File: src/hw/aca_pkg.sv
// Behaviour
// missing measuring unit shows not-connected error; reattach and power-up restarts from zero
// position step beyond response speed latches overspeed indication until reset
// value beyond display range puts F in the top digit
// momentary supply dip during measurement latches power-failure indication until reset
// corrupted stored data shows error with hex code 1 to F
// no reference-point signal from unit shows reference-point error
// reset at power-on starts counting, waiting for reference if calibrated
// reset on counting axis zeroes incremental and peak, keeps absolute
// reset on error axis zeroes all values, then waits reference if calibrated
// start restarts peak tracking during count display, ignored at power-on or error
// absolute/incremental switch ignored in power-on waiting state
// datum key at power-on shows version; any key returns to waiting
// latched alarms clear only by reset, each axis independently
package aca_pkg;
	localparam int ACA_POS_W = 24;
	localparam logic [23:0] ACA_RESET_VAL = 24'h000000;
	localparam logic [23:0] ACA_DISP_MAX = 24'h0F423F;
	localparam logic [23:0] ACA_MAX_STEP = 24'h000010;
	localparam int ACA_REF_TIMEOUT = 4096;
	localparam logic [3:0] ACA_OVF_DIGIT = 4'hF;
	localparam logic [3:0] ACA_CODE_NONE = 4'h0;

	typedef enum logic [2:0] {
		ACA_ST_POWERON,
		ACA_ST_VERSION,
		ACA_ST_WAITREF,
		ACA_ST_COUNT,
		ACA_ST_ERROR
	} aca_state_t;

	typedef struct packed {
		logic unit_present;
		logic pos_valid;
		logic [23:0] pos_step;
		logic step_neg;
		logic ref_pulse;
	} aca_axis_in_t;

	typedef struct packed {
		logic not_connected;
		logic overspeed_indication;
		logic overflow_digit;
		logic power_fail;
		logic ref_error;
		logic show_abs;
		logic waiting_ref;
		logic [23:0] incremental_value;
		logic [23:0] absolute_value;
		logic [23:0] peak_value;
	} aca_axis_out_t;

	typedef struct packed {
		logic reset_cmd;
		logic start_cmd;
		logic absinc_cmd;
		logic datum_key;
		logic any_key;
	} aca_keys_t;
endpackage : aca_pkg

File: src/hw/aca_axis.sv
`timescale 1ns/1ps
module aca_axis import aca_pkg::*; #(
	parameter int REF_TIMEOUT = ACA_REF_TIMEOUT
) (
	input wire logic sys_clk,
	input wire logic nrst,
	input wire aca_axis_in_t ain,
	input wire logic master_cal,
	input wire logic power_dip,
	input wire logic run,
	input wire logic axis_sel,
	input wire aca_keys_t keys,
	output aca_axis_out_t aout
);
	// ----------------------------------------
	// per-axis state
	// ----------------------------------------
	logic [23:0] inc_ff, nxt_inc, abs_ff, nxt_abs, peak_ff, nxt_peak;
	logic spd_ff, nxt_spd, pf_ff, nxt_pf, rerr_ff, nxt_rerr;
	logic wait_ff, nxt_wait, sabs_ff, nxt_sabs, nc_ff, nxt_nc;
	logic [12:0] rcnt_ff, nxt_rcnt;
	logic err;
	logic rst_here;
	logic [23:0] inc_mv, abs_mv;
	logic ovf_inc, ovf_abs;

	assign err = spd_ff | pf_ff | rerr_ff | nc_ff;
	assign rst_here = keys.reset_cmd & axis_sel;
	// signed compare: a small negative position is still on the display
	assign ovf_inc = ($signed(inc_ff) > $signed(ACA_DISP_MAX)) || ($signed(inc_ff) < -$signed(ACA_DISP_MAX));
	assign ovf_abs = ($signed(abs_ff) > $signed(ACA_DISP_MAX)) || ($signed(abs_ff) < -$signed(ACA_DISP_MAX));

	always_comb begin
		nxt_inc = inc_ff;
		nxt_abs = abs_ff;
		nxt_peak = peak_ff;
		nxt_spd = spd_ff;
		nxt_pf = pf_ff;
		nxt_rerr = rerr_ff;
		nxt_wait = wait_ff;
		nxt_sabs = sabs_ff;
		nxt_nc = ~ain.unit_present;
		nxt_rcnt = rcnt_ff;
		inc_mv = ain.step_neg ? inc_ff - ain.pos_step : inc_ff + ain.pos_step;
		abs_mv = ain.step_neg ? abs_ff - ain.pos_step : abs_ff + ain.pos_step;
		if (run && !err && !wait_ff && ain.pos_valid) begin
			nxt_inc = inc_mv;
			nxt_abs = abs_mv;
			if ($signed(inc_mv) > $signed(peak_ff))
				nxt_peak = inc_mv;
		end
		// set-vs-clear is handled below: set wins for overspeed and power fail, reset wins for ref error
		if (rst_here) begin
			nxt_inc = ACA_RESET_VAL;
			nxt_peak = ACA_RESET_VAL;
			if (err || !run) begin
				nxt_abs = ACA_RESET_VAL;
				nxt_wait = master_cal;
			end
			nxt_spd = 1'b0;
			nxt_pf = 1'b0;
			nxt_rerr = 1'b0;
			nxt_rcnt = '0;
		end else if (keys.start_cmd && axis_sel && run && !err && !wait_ff) begin
			nxt_peak = inc_ff;
		end
		if (keys.absinc_cmd && axis_sel && run && !err)
			nxt_sabs = ~sabs_ff;
		// a reset restarts the wait; a stale timeout count must not raise the error again
		if (wait_ff && run && !rst_here) begin
			if (ain.ref_pulse) begin
				nxt_wait = 1'b0;
				nxt_rcnt = '0;
			end else if (rcnt_ff == 13'(REF_TIMEOUT)) begin
				nxt_rerr = 1'b1;
			end else begin
				nxt_rcnt = rcnt_ff + 13'h0001;
			end
		end
		if (run && ain.pos_valid && ain.pos_step > ACA_MAX_STEP)
			nxt_spd = 1'b1;
		if (run && power_dip)
			nxt_pf = 1'b1;
	end

	always_ff @(posedge sys_clk) begin
		if (!nrst) begin
			inc_ff <= ACA_RESET_VAL;
			abs_ff <= ACA_RESET_VAL;
			peak_ff <= ACA_RESET_VAL;
			spd_ff <= 1'b0;
			pf_ff <= 1'b0;
			rerr_ff <= 1'b0;
			wait_ff <= 1'b0;
			sabs_ff <= 1'b0;
			nc_ff <= 1'b0;
			rcnt_ff <= '0;
		end else begin
			inc_ff <= nxt_inc;
			abs_ff <= nxt_abs;
			peak_ff <= nxt_peak;
			spd_ff <= nxt_spd;
			pf_ff <= nxt_pf;
			rerr_ff <= nxt_rerr;
			wait_ff <= nxt_wait;
			sabs_ff <= nxt_sabs;
			nc_ff <= nxt_nc;
			rcnt_ff <= nxt_rcnt;
		end
	end

	always_comb begin
		aout.not_connected = nc_ff;
		aout.overspeed_indication = spd_ff;
		aout.power_fail = pf_ff;
		aout.ref_error = rerr_ff;
		aout.show_abs = sabs_ff;
		aout.waiting_ref = wait_ff;
		aout.incremental_value = inc_ff;
		aout.absolute_value = abs_ff;
		aout.peak_value = peak_ff;
		aout.overflow_digit = sabs_ff ? ovf_abs : ovf_inc;
	end
endmodule : aca_axis

File: src/hw/aca_top.sv
`timescale 1ns/1ps
module aca_top import aca_pkg::*; #(
	parameter int NAXES = 3,
	parameter int REF_TIMEOUT = ACA_REF_TIMEOUT,
	parameter logic [15:0] FW_VERSION = 16'h0100 // arbitrary value
) (
	input wire logic sys_clk,
	input wire logic nrst,
	input wire aca_axis_in_t [NAXES-1:0] axis_in,
	input wire logic power_dip_pin,
	input wire logic ext_reset_pin,
	input wire logic ext_start_pin,
	input wire aca_keys_t keys_in,
	input wire logic [NAXES-1:0] axis_select,
	input wire logic master_cal,
	input wire logic mem_corrupt,
	input wire logic [3:0] mem_code,
	output aca_axis_out_t [NAXES-1:0] axis_out,
	output logic [NAXES-1:0] axis_error,
	output logic show_version,
	output logic [15:0] version_value,
	output logic poweron_wait,
	output logic stored_data_error,
	output logic [3:0] stored_error_code
);
	// ----------------------------------------
	// pin synchronisers
	// ----------------------------------------
	logic [2:0] s1_ff, s2_ff;
	always_ff @(posedge sys_clk) begin
		if (!nrst) begin
			s1_ff <= 3'h0;
			s2_ff <= 3'h0;
		end else begin
			s1_ff <= {power_dip_pin, ext_reset_pin, ext_start_pin};
			s2_ff <= s1_ff;
		end
	end

	// ----------------------------------------
	// display mode
	// ----------------------------------------
	aca_state_t st_ff, nxt_st;
	aca_keys_t k;
	logic run;
	logic sde_ff, nxt_sde;
	logic [3:0] code_ff, nxt_code;

	always_comb begin
		k = keys_in;
		k.reset_cmd = keys_in.reset_cmd | s2_ff[1];
		k.start_cmd = keys_in.start_cmd | s2_ff[0];
	end
	assign run = (st_ff == ACA_ST_COUNT);

	always_comb begin
		nxt_st = st_ff;
		nxt_sde = sde_ff;
		nxt_code = code_ff;
		case (st_ff)
			ACA_ST_POWERON: begin
				if (k.reset_cmd)
					nxt_st = ACA_ST_COUNT;
				else if (keys_in.datum_key)
					nxt_st = ACA_ST_VERSION;
			end
			ACA_ST_VERSION: begin
				if (keys_in != '0 || k.reset_cmd)
					nxt_st = ACA_ST_POWERON;
			end
			ACA_ST_COUNT: nxt_st = ACA_ST_COUNT;
			default: nxt_st = ACA_ST_POWERON;
		endcase
		if (mem_corrupt && mem_code != ACA_CODE_NONE) begin
			nxt_sde = 1'b1;
			nxt_code = mem_code;
		end
	end

	always_ff @(posedge sys_clk) begin
		if (!nrst) begin
			st_ff <= ACA_ST_POWERON;
			sde_ff <= 1'b0;
			code_ff <= ACA_CODE_NONE;
		end else begin
			st_ff <= nxt_st;
			sde_ff <= nxt_sde;
			code_ff <= nxt_code;
		end
	end

	// ----------------------------------------
	// axes
	// ----------------------------------------
	aca_axis_out_t [NAXES-1:0] ao;
	genvar g;
	generate
		for (g = 0; g < NAXES; g++) begin : g_ax
			aca_axis #(.REF_TIMEOUT(REF_TIMEOUT)) u_ax (
				.sys_clk(sys_clk),
				.nrst(nrst),
				.ain(axis_in[g]),
				.master_cal(master_cal),
				.power_dip(s2_ff[2]),
				.run(run),
				.axis_sel(axis_select[g] | ~run),
				.keys(k),
				.aout(ao[g])
			);
		end
	endgenerate

	always_ff @(posedge sys_clk) begin
		if (!nrst) begin
			axis_out <= '0;
			axis_error <= '0;
			show_version <= 1'b0;
			version_value <= 16'h0000;
			poweron_wait <= 1'b1;
			stored_data_error <= 1'b0;
			stored_error_code <= ACA_CODE_NONE;
		end else begin
			axis_out <= ao;
			for (int i = 0; i < NAXES; i++)
				axis_error[i] <= ao[i].not_connected | ao[i].overspeed_indication |
					ao[i].power_fail | ao[i].ref_error;
			show_version <= (st_ff == ACA_ST_VERSION);
			version_value <= FW_VERSION;
			poweron_wait <= (st_ff == ACA_ST_POWERON);
			stored_data_error <= sde_ff;
			stored_error_code <= code_ff;
		end
	end
endmodule : aca_top

File: config.mk
export PLATFORM = sky130hd
export DESIGN_NAME = aca_top
export DESIGN_NICKNAME = d
export VERILOG_FILES = /design/src/hw/aca_pkg.sv /design/src/hw/aca_axis.sv /design/src/hw/aca_top.sv
export SDC_FILE = /design/constraint.sdc
export NUM_CORES = 1
export LEC_CHECK = 0
export BUFFER_PORTS_ARGS = -buffer_cell sky130_fd_sc_hd__buf_2
export CAP_MARGIN = 20
export CORE_UTILIZATION = 30
export CTS_CLUSTER_DIAMETER = 100
export DETAILED_ROUTE_END_ITERATION = 8
export PLACE_DENSITY = 0.57
export SLEW_MARGIN = 20
export SYNTH_ARGS = -nofsm -noshare
export SYNTH_HDL_FRONTEND = slang
export SYNTH_SLANG_ARGS = --single-unit
export TNS_END_PERCENT = 50
File: constraint.sdc
create_clock -name sys_clk -period 14.2 [get_ports sys_clk]
set_input_delay 1.42 -clock sys_clk [delete_from_list [all_inputs] [get_ports sys_clk]]
set_output_delay 1.42 -clock sys_clk [all_outputs]
set_load 0.01 [all_outputs]
==> metrics.csv <==
metric,value,unit
cts.path.max_buffers,3,
cap_violations,0,
num_rows,114,
coreArea,97140,µm²
rrSetupSlack,7.65,ns
synth.distinct_cells,100,
synth_ff_type,dfxtp_1,
critical_path_buf_inv_count,4,
dr.max_layer_used,met5,
setup_viol,0,
relSlewSlack,30.06,%
critPathSlowestCell,a2111oi_4,
antenna_found_initial,11,
grt_pass1_wl,137500,µm
cts-buffers-inserted,67,
yosys.area_share.simple,23.51,%
start_util,30.39,%
fp.dieW,315.7,µm
cpPeakStageDelay,0.59,ns
synthTopCellsByCount,"dfxtp_1, nand2_1, nor2_1, and2_1, a21oi_1",
insertion_delay,0.64,ns
cts_tree,yes,
final_nets,4118,
ctsResizeCount,0,
synthTopCellsByArea,"dfxtp_1, ha_1, and2_1",
drt_iter0_markers,1717,
synth_edf_count,0,
routedLengthMet1,42270,µm
drtPass1Iterations,7,
cts.sinks,534,
wl_met2,39820,µm
worstRegToRegCells,26,
rsz0062_at_grt,no,
fin_tns_setup,0,ns
cp-end-kind,register,
synth-xor-area-share,6.378,%
finalWorstSetupSlack,6.452,ns
synth_mux_area_share,1.644,%
clk_pin_slew,0.06,ns
place_ws,5.900,ns
via_per_inst,5.035,
finalHoldViolCount,0,
h-tree-depth,3,
synth_most_common_cell,dfxtp_1,
power,3.819,mW
die_y,315.7,µm
synth_top_family_by_area,simple AND/OR/NAND/NOR gates,
whs_path_depth,1,
irDropWorstVdd,0.06694,mV
wl,90030,µm
yosys.area.top_type_share,36.21,%
ys_seq_area_share,36.21,%
post-route-min-period,7.748,ns
postRouteAntennaNets,0,
io_pins,366,
p_leak,14.34,nW
synthesis.area,29520,µm²
fin_util,35.79,%
worstPathRequired,14.69,ns
die_area,99670,µm²
wl_met3,5041,µm
synth_top_cell_by_area,dfxtp_1,
fin_skew,0.03195,ns
track_usage,17.50,%
wl_per_cell,17.44,µm
synth-adder-area-share,8.832,%
hp-class,register to register,
vias,26000,
synthCells,3564,
numPortBuffers,350,
postSynthAreaPerCell,8.284,µm²
critPathKind,primary input to register,
syn2layout_area_growth,17.74,%
cp_max_fo,26,
worst_setup_path_start_kind,primary input,
worst_pin_slew,1.042,ns
drive_above_1_share,14.35,%
drc,0,
grt_max_degree,188,
synth_warnings,0,
drv_slew,0,
dp_hpwl,67140,µm
outcome,completed,
gp_congestion,0.8642,
clockRootBuffer,clkbuf_16,
synth_compound_area_share,18.50,%
hold_slack,0.4328,ns
cp.arrival,8.24,ns
grt_pass1_vias,23880,
fmax,129.1,MHz
critical_path_depth,31,
crit_family,compound AO/OA/AOI/OAI gates,
period_share,54.56,%
ys_seq_elements,534,
cts_hold_buf,0,
cts_setup_buffers,0,
synthArstFlopShare,0,%
power_density,109.9,nW/µm²
grt_overflow,0,
-- flip-flops by register name (all words and copies together), names as in the netlist, 4 cells and up --
name / count
axis_out: 237
code_ff: 4
g_ax.u_ax.abs_ff: 72
g_ax.u_ax.inc_ff: 72
g_ax.u_ax.peak_ff: 72
g_ax.u_ax.rcnt_ff: 39
stored_error_code: 4
-- power by group --
part	internal [mW]	switching, mW	leakage (nW)
Sequential	1.51	0.0136	4.31
Combinational	0.176	0.301	8.89
Clock	1.10	0.717	1.14
-- layout by cell type, fill, tap and decap left out, types with 21 or more instances in the layout --
cell type | synthesis | layout
o21ai_0 | 137 | 137
a31oi_1 | 49 | 49
nor4_1 | 40 | 39
a21o_1 | 58 | 58
nor3_1 | 74 | 73
maj3_1 | 21 | 21
o21a_1 | 31 | 31
o22ai_1 | 22 | 22
a211oi_1 | 68 | 68
nand3_1 | 57 | 56
and3_1 | 42 | 42
nand2b_1 | 23 | 23
a21oi_1 | 260 | 260
mux2i_1 | 44 | 44
nor2b_1 | 59 | 59
buf_4 | 17 | 23
xnor2_1 | 148 | 146
nor2_1 | 316 | 316
or3_1 | 36 | 36
clkbuf_16 | 0 | 67
buf_2 | 9 | 349
ha_1 | 180 | 180
nand4_1 | 59 | 59
o31ai_1 | 24 | 24
xor2_1 | 54 | 54
inv_1 | 171 | 171
and2_1 | 271 | 271
nand2_1 | 317 | 316
dfxtp_1 | 534 | 534
-- path summary, 6_finish.rpt --
| check | to | startpoint |
|---|---|---|
| worst min register to register | s2_ff[2] | s1_ff[2] |
| worst max-delay path | g_ax[0].u_ax.peak_ff[5] | axis_in[2] |
| worst min-delay path | s2_ff[2] | s1_ff[2] |
| worst max register to register | g_ax[0].u_ax.peak_ff[5] | g_ax[0].u_ax.inc_ff[3] |
-- per-layer routing --
metal / up-vias / global-route usage (%)
met5: - / 0
met4: 12 / 6.972
met3: 163 / 2.945
met2: 709 / 27.03
met1: 12110 / 24.13
li1: 13010 / -
-- final cells by class --
cell class	instances	area, µm²
fill	10080	62370
clock buffer	92	1861
tap	1276	1597
multi-input combinational	2678	17480
sequential	534	10690
clock inverter	30	478.0
inverter	172	645.6
timing repair buffer	376	1996
antenna	5	12.51
-- stage by stage --
step                area, µm²  std cells
floorplan               29580       3578
global placement        32340       5034
detailed placement      32370       5035
CTS                     34710       5157
global route            34760       5162
finish                  34760       5163
-- cells by family (layout without fill, tap and decap cells) --
kind of cell | count (synthesis) | count (layout)
AND/OR/NAND/NOR | 1363 | 1363
flip-flops | 534 | 534
adder cells (fa/ha/maj) | 209 | 209
buffers and inverters | 366 | 670
multiplexers | 48 | 48
other | 1 | 20
AO/OA/AOI/OAI | 834 | 834
XOR/XNOR | 209 | 209
Power figures use the tool's default switching activity.
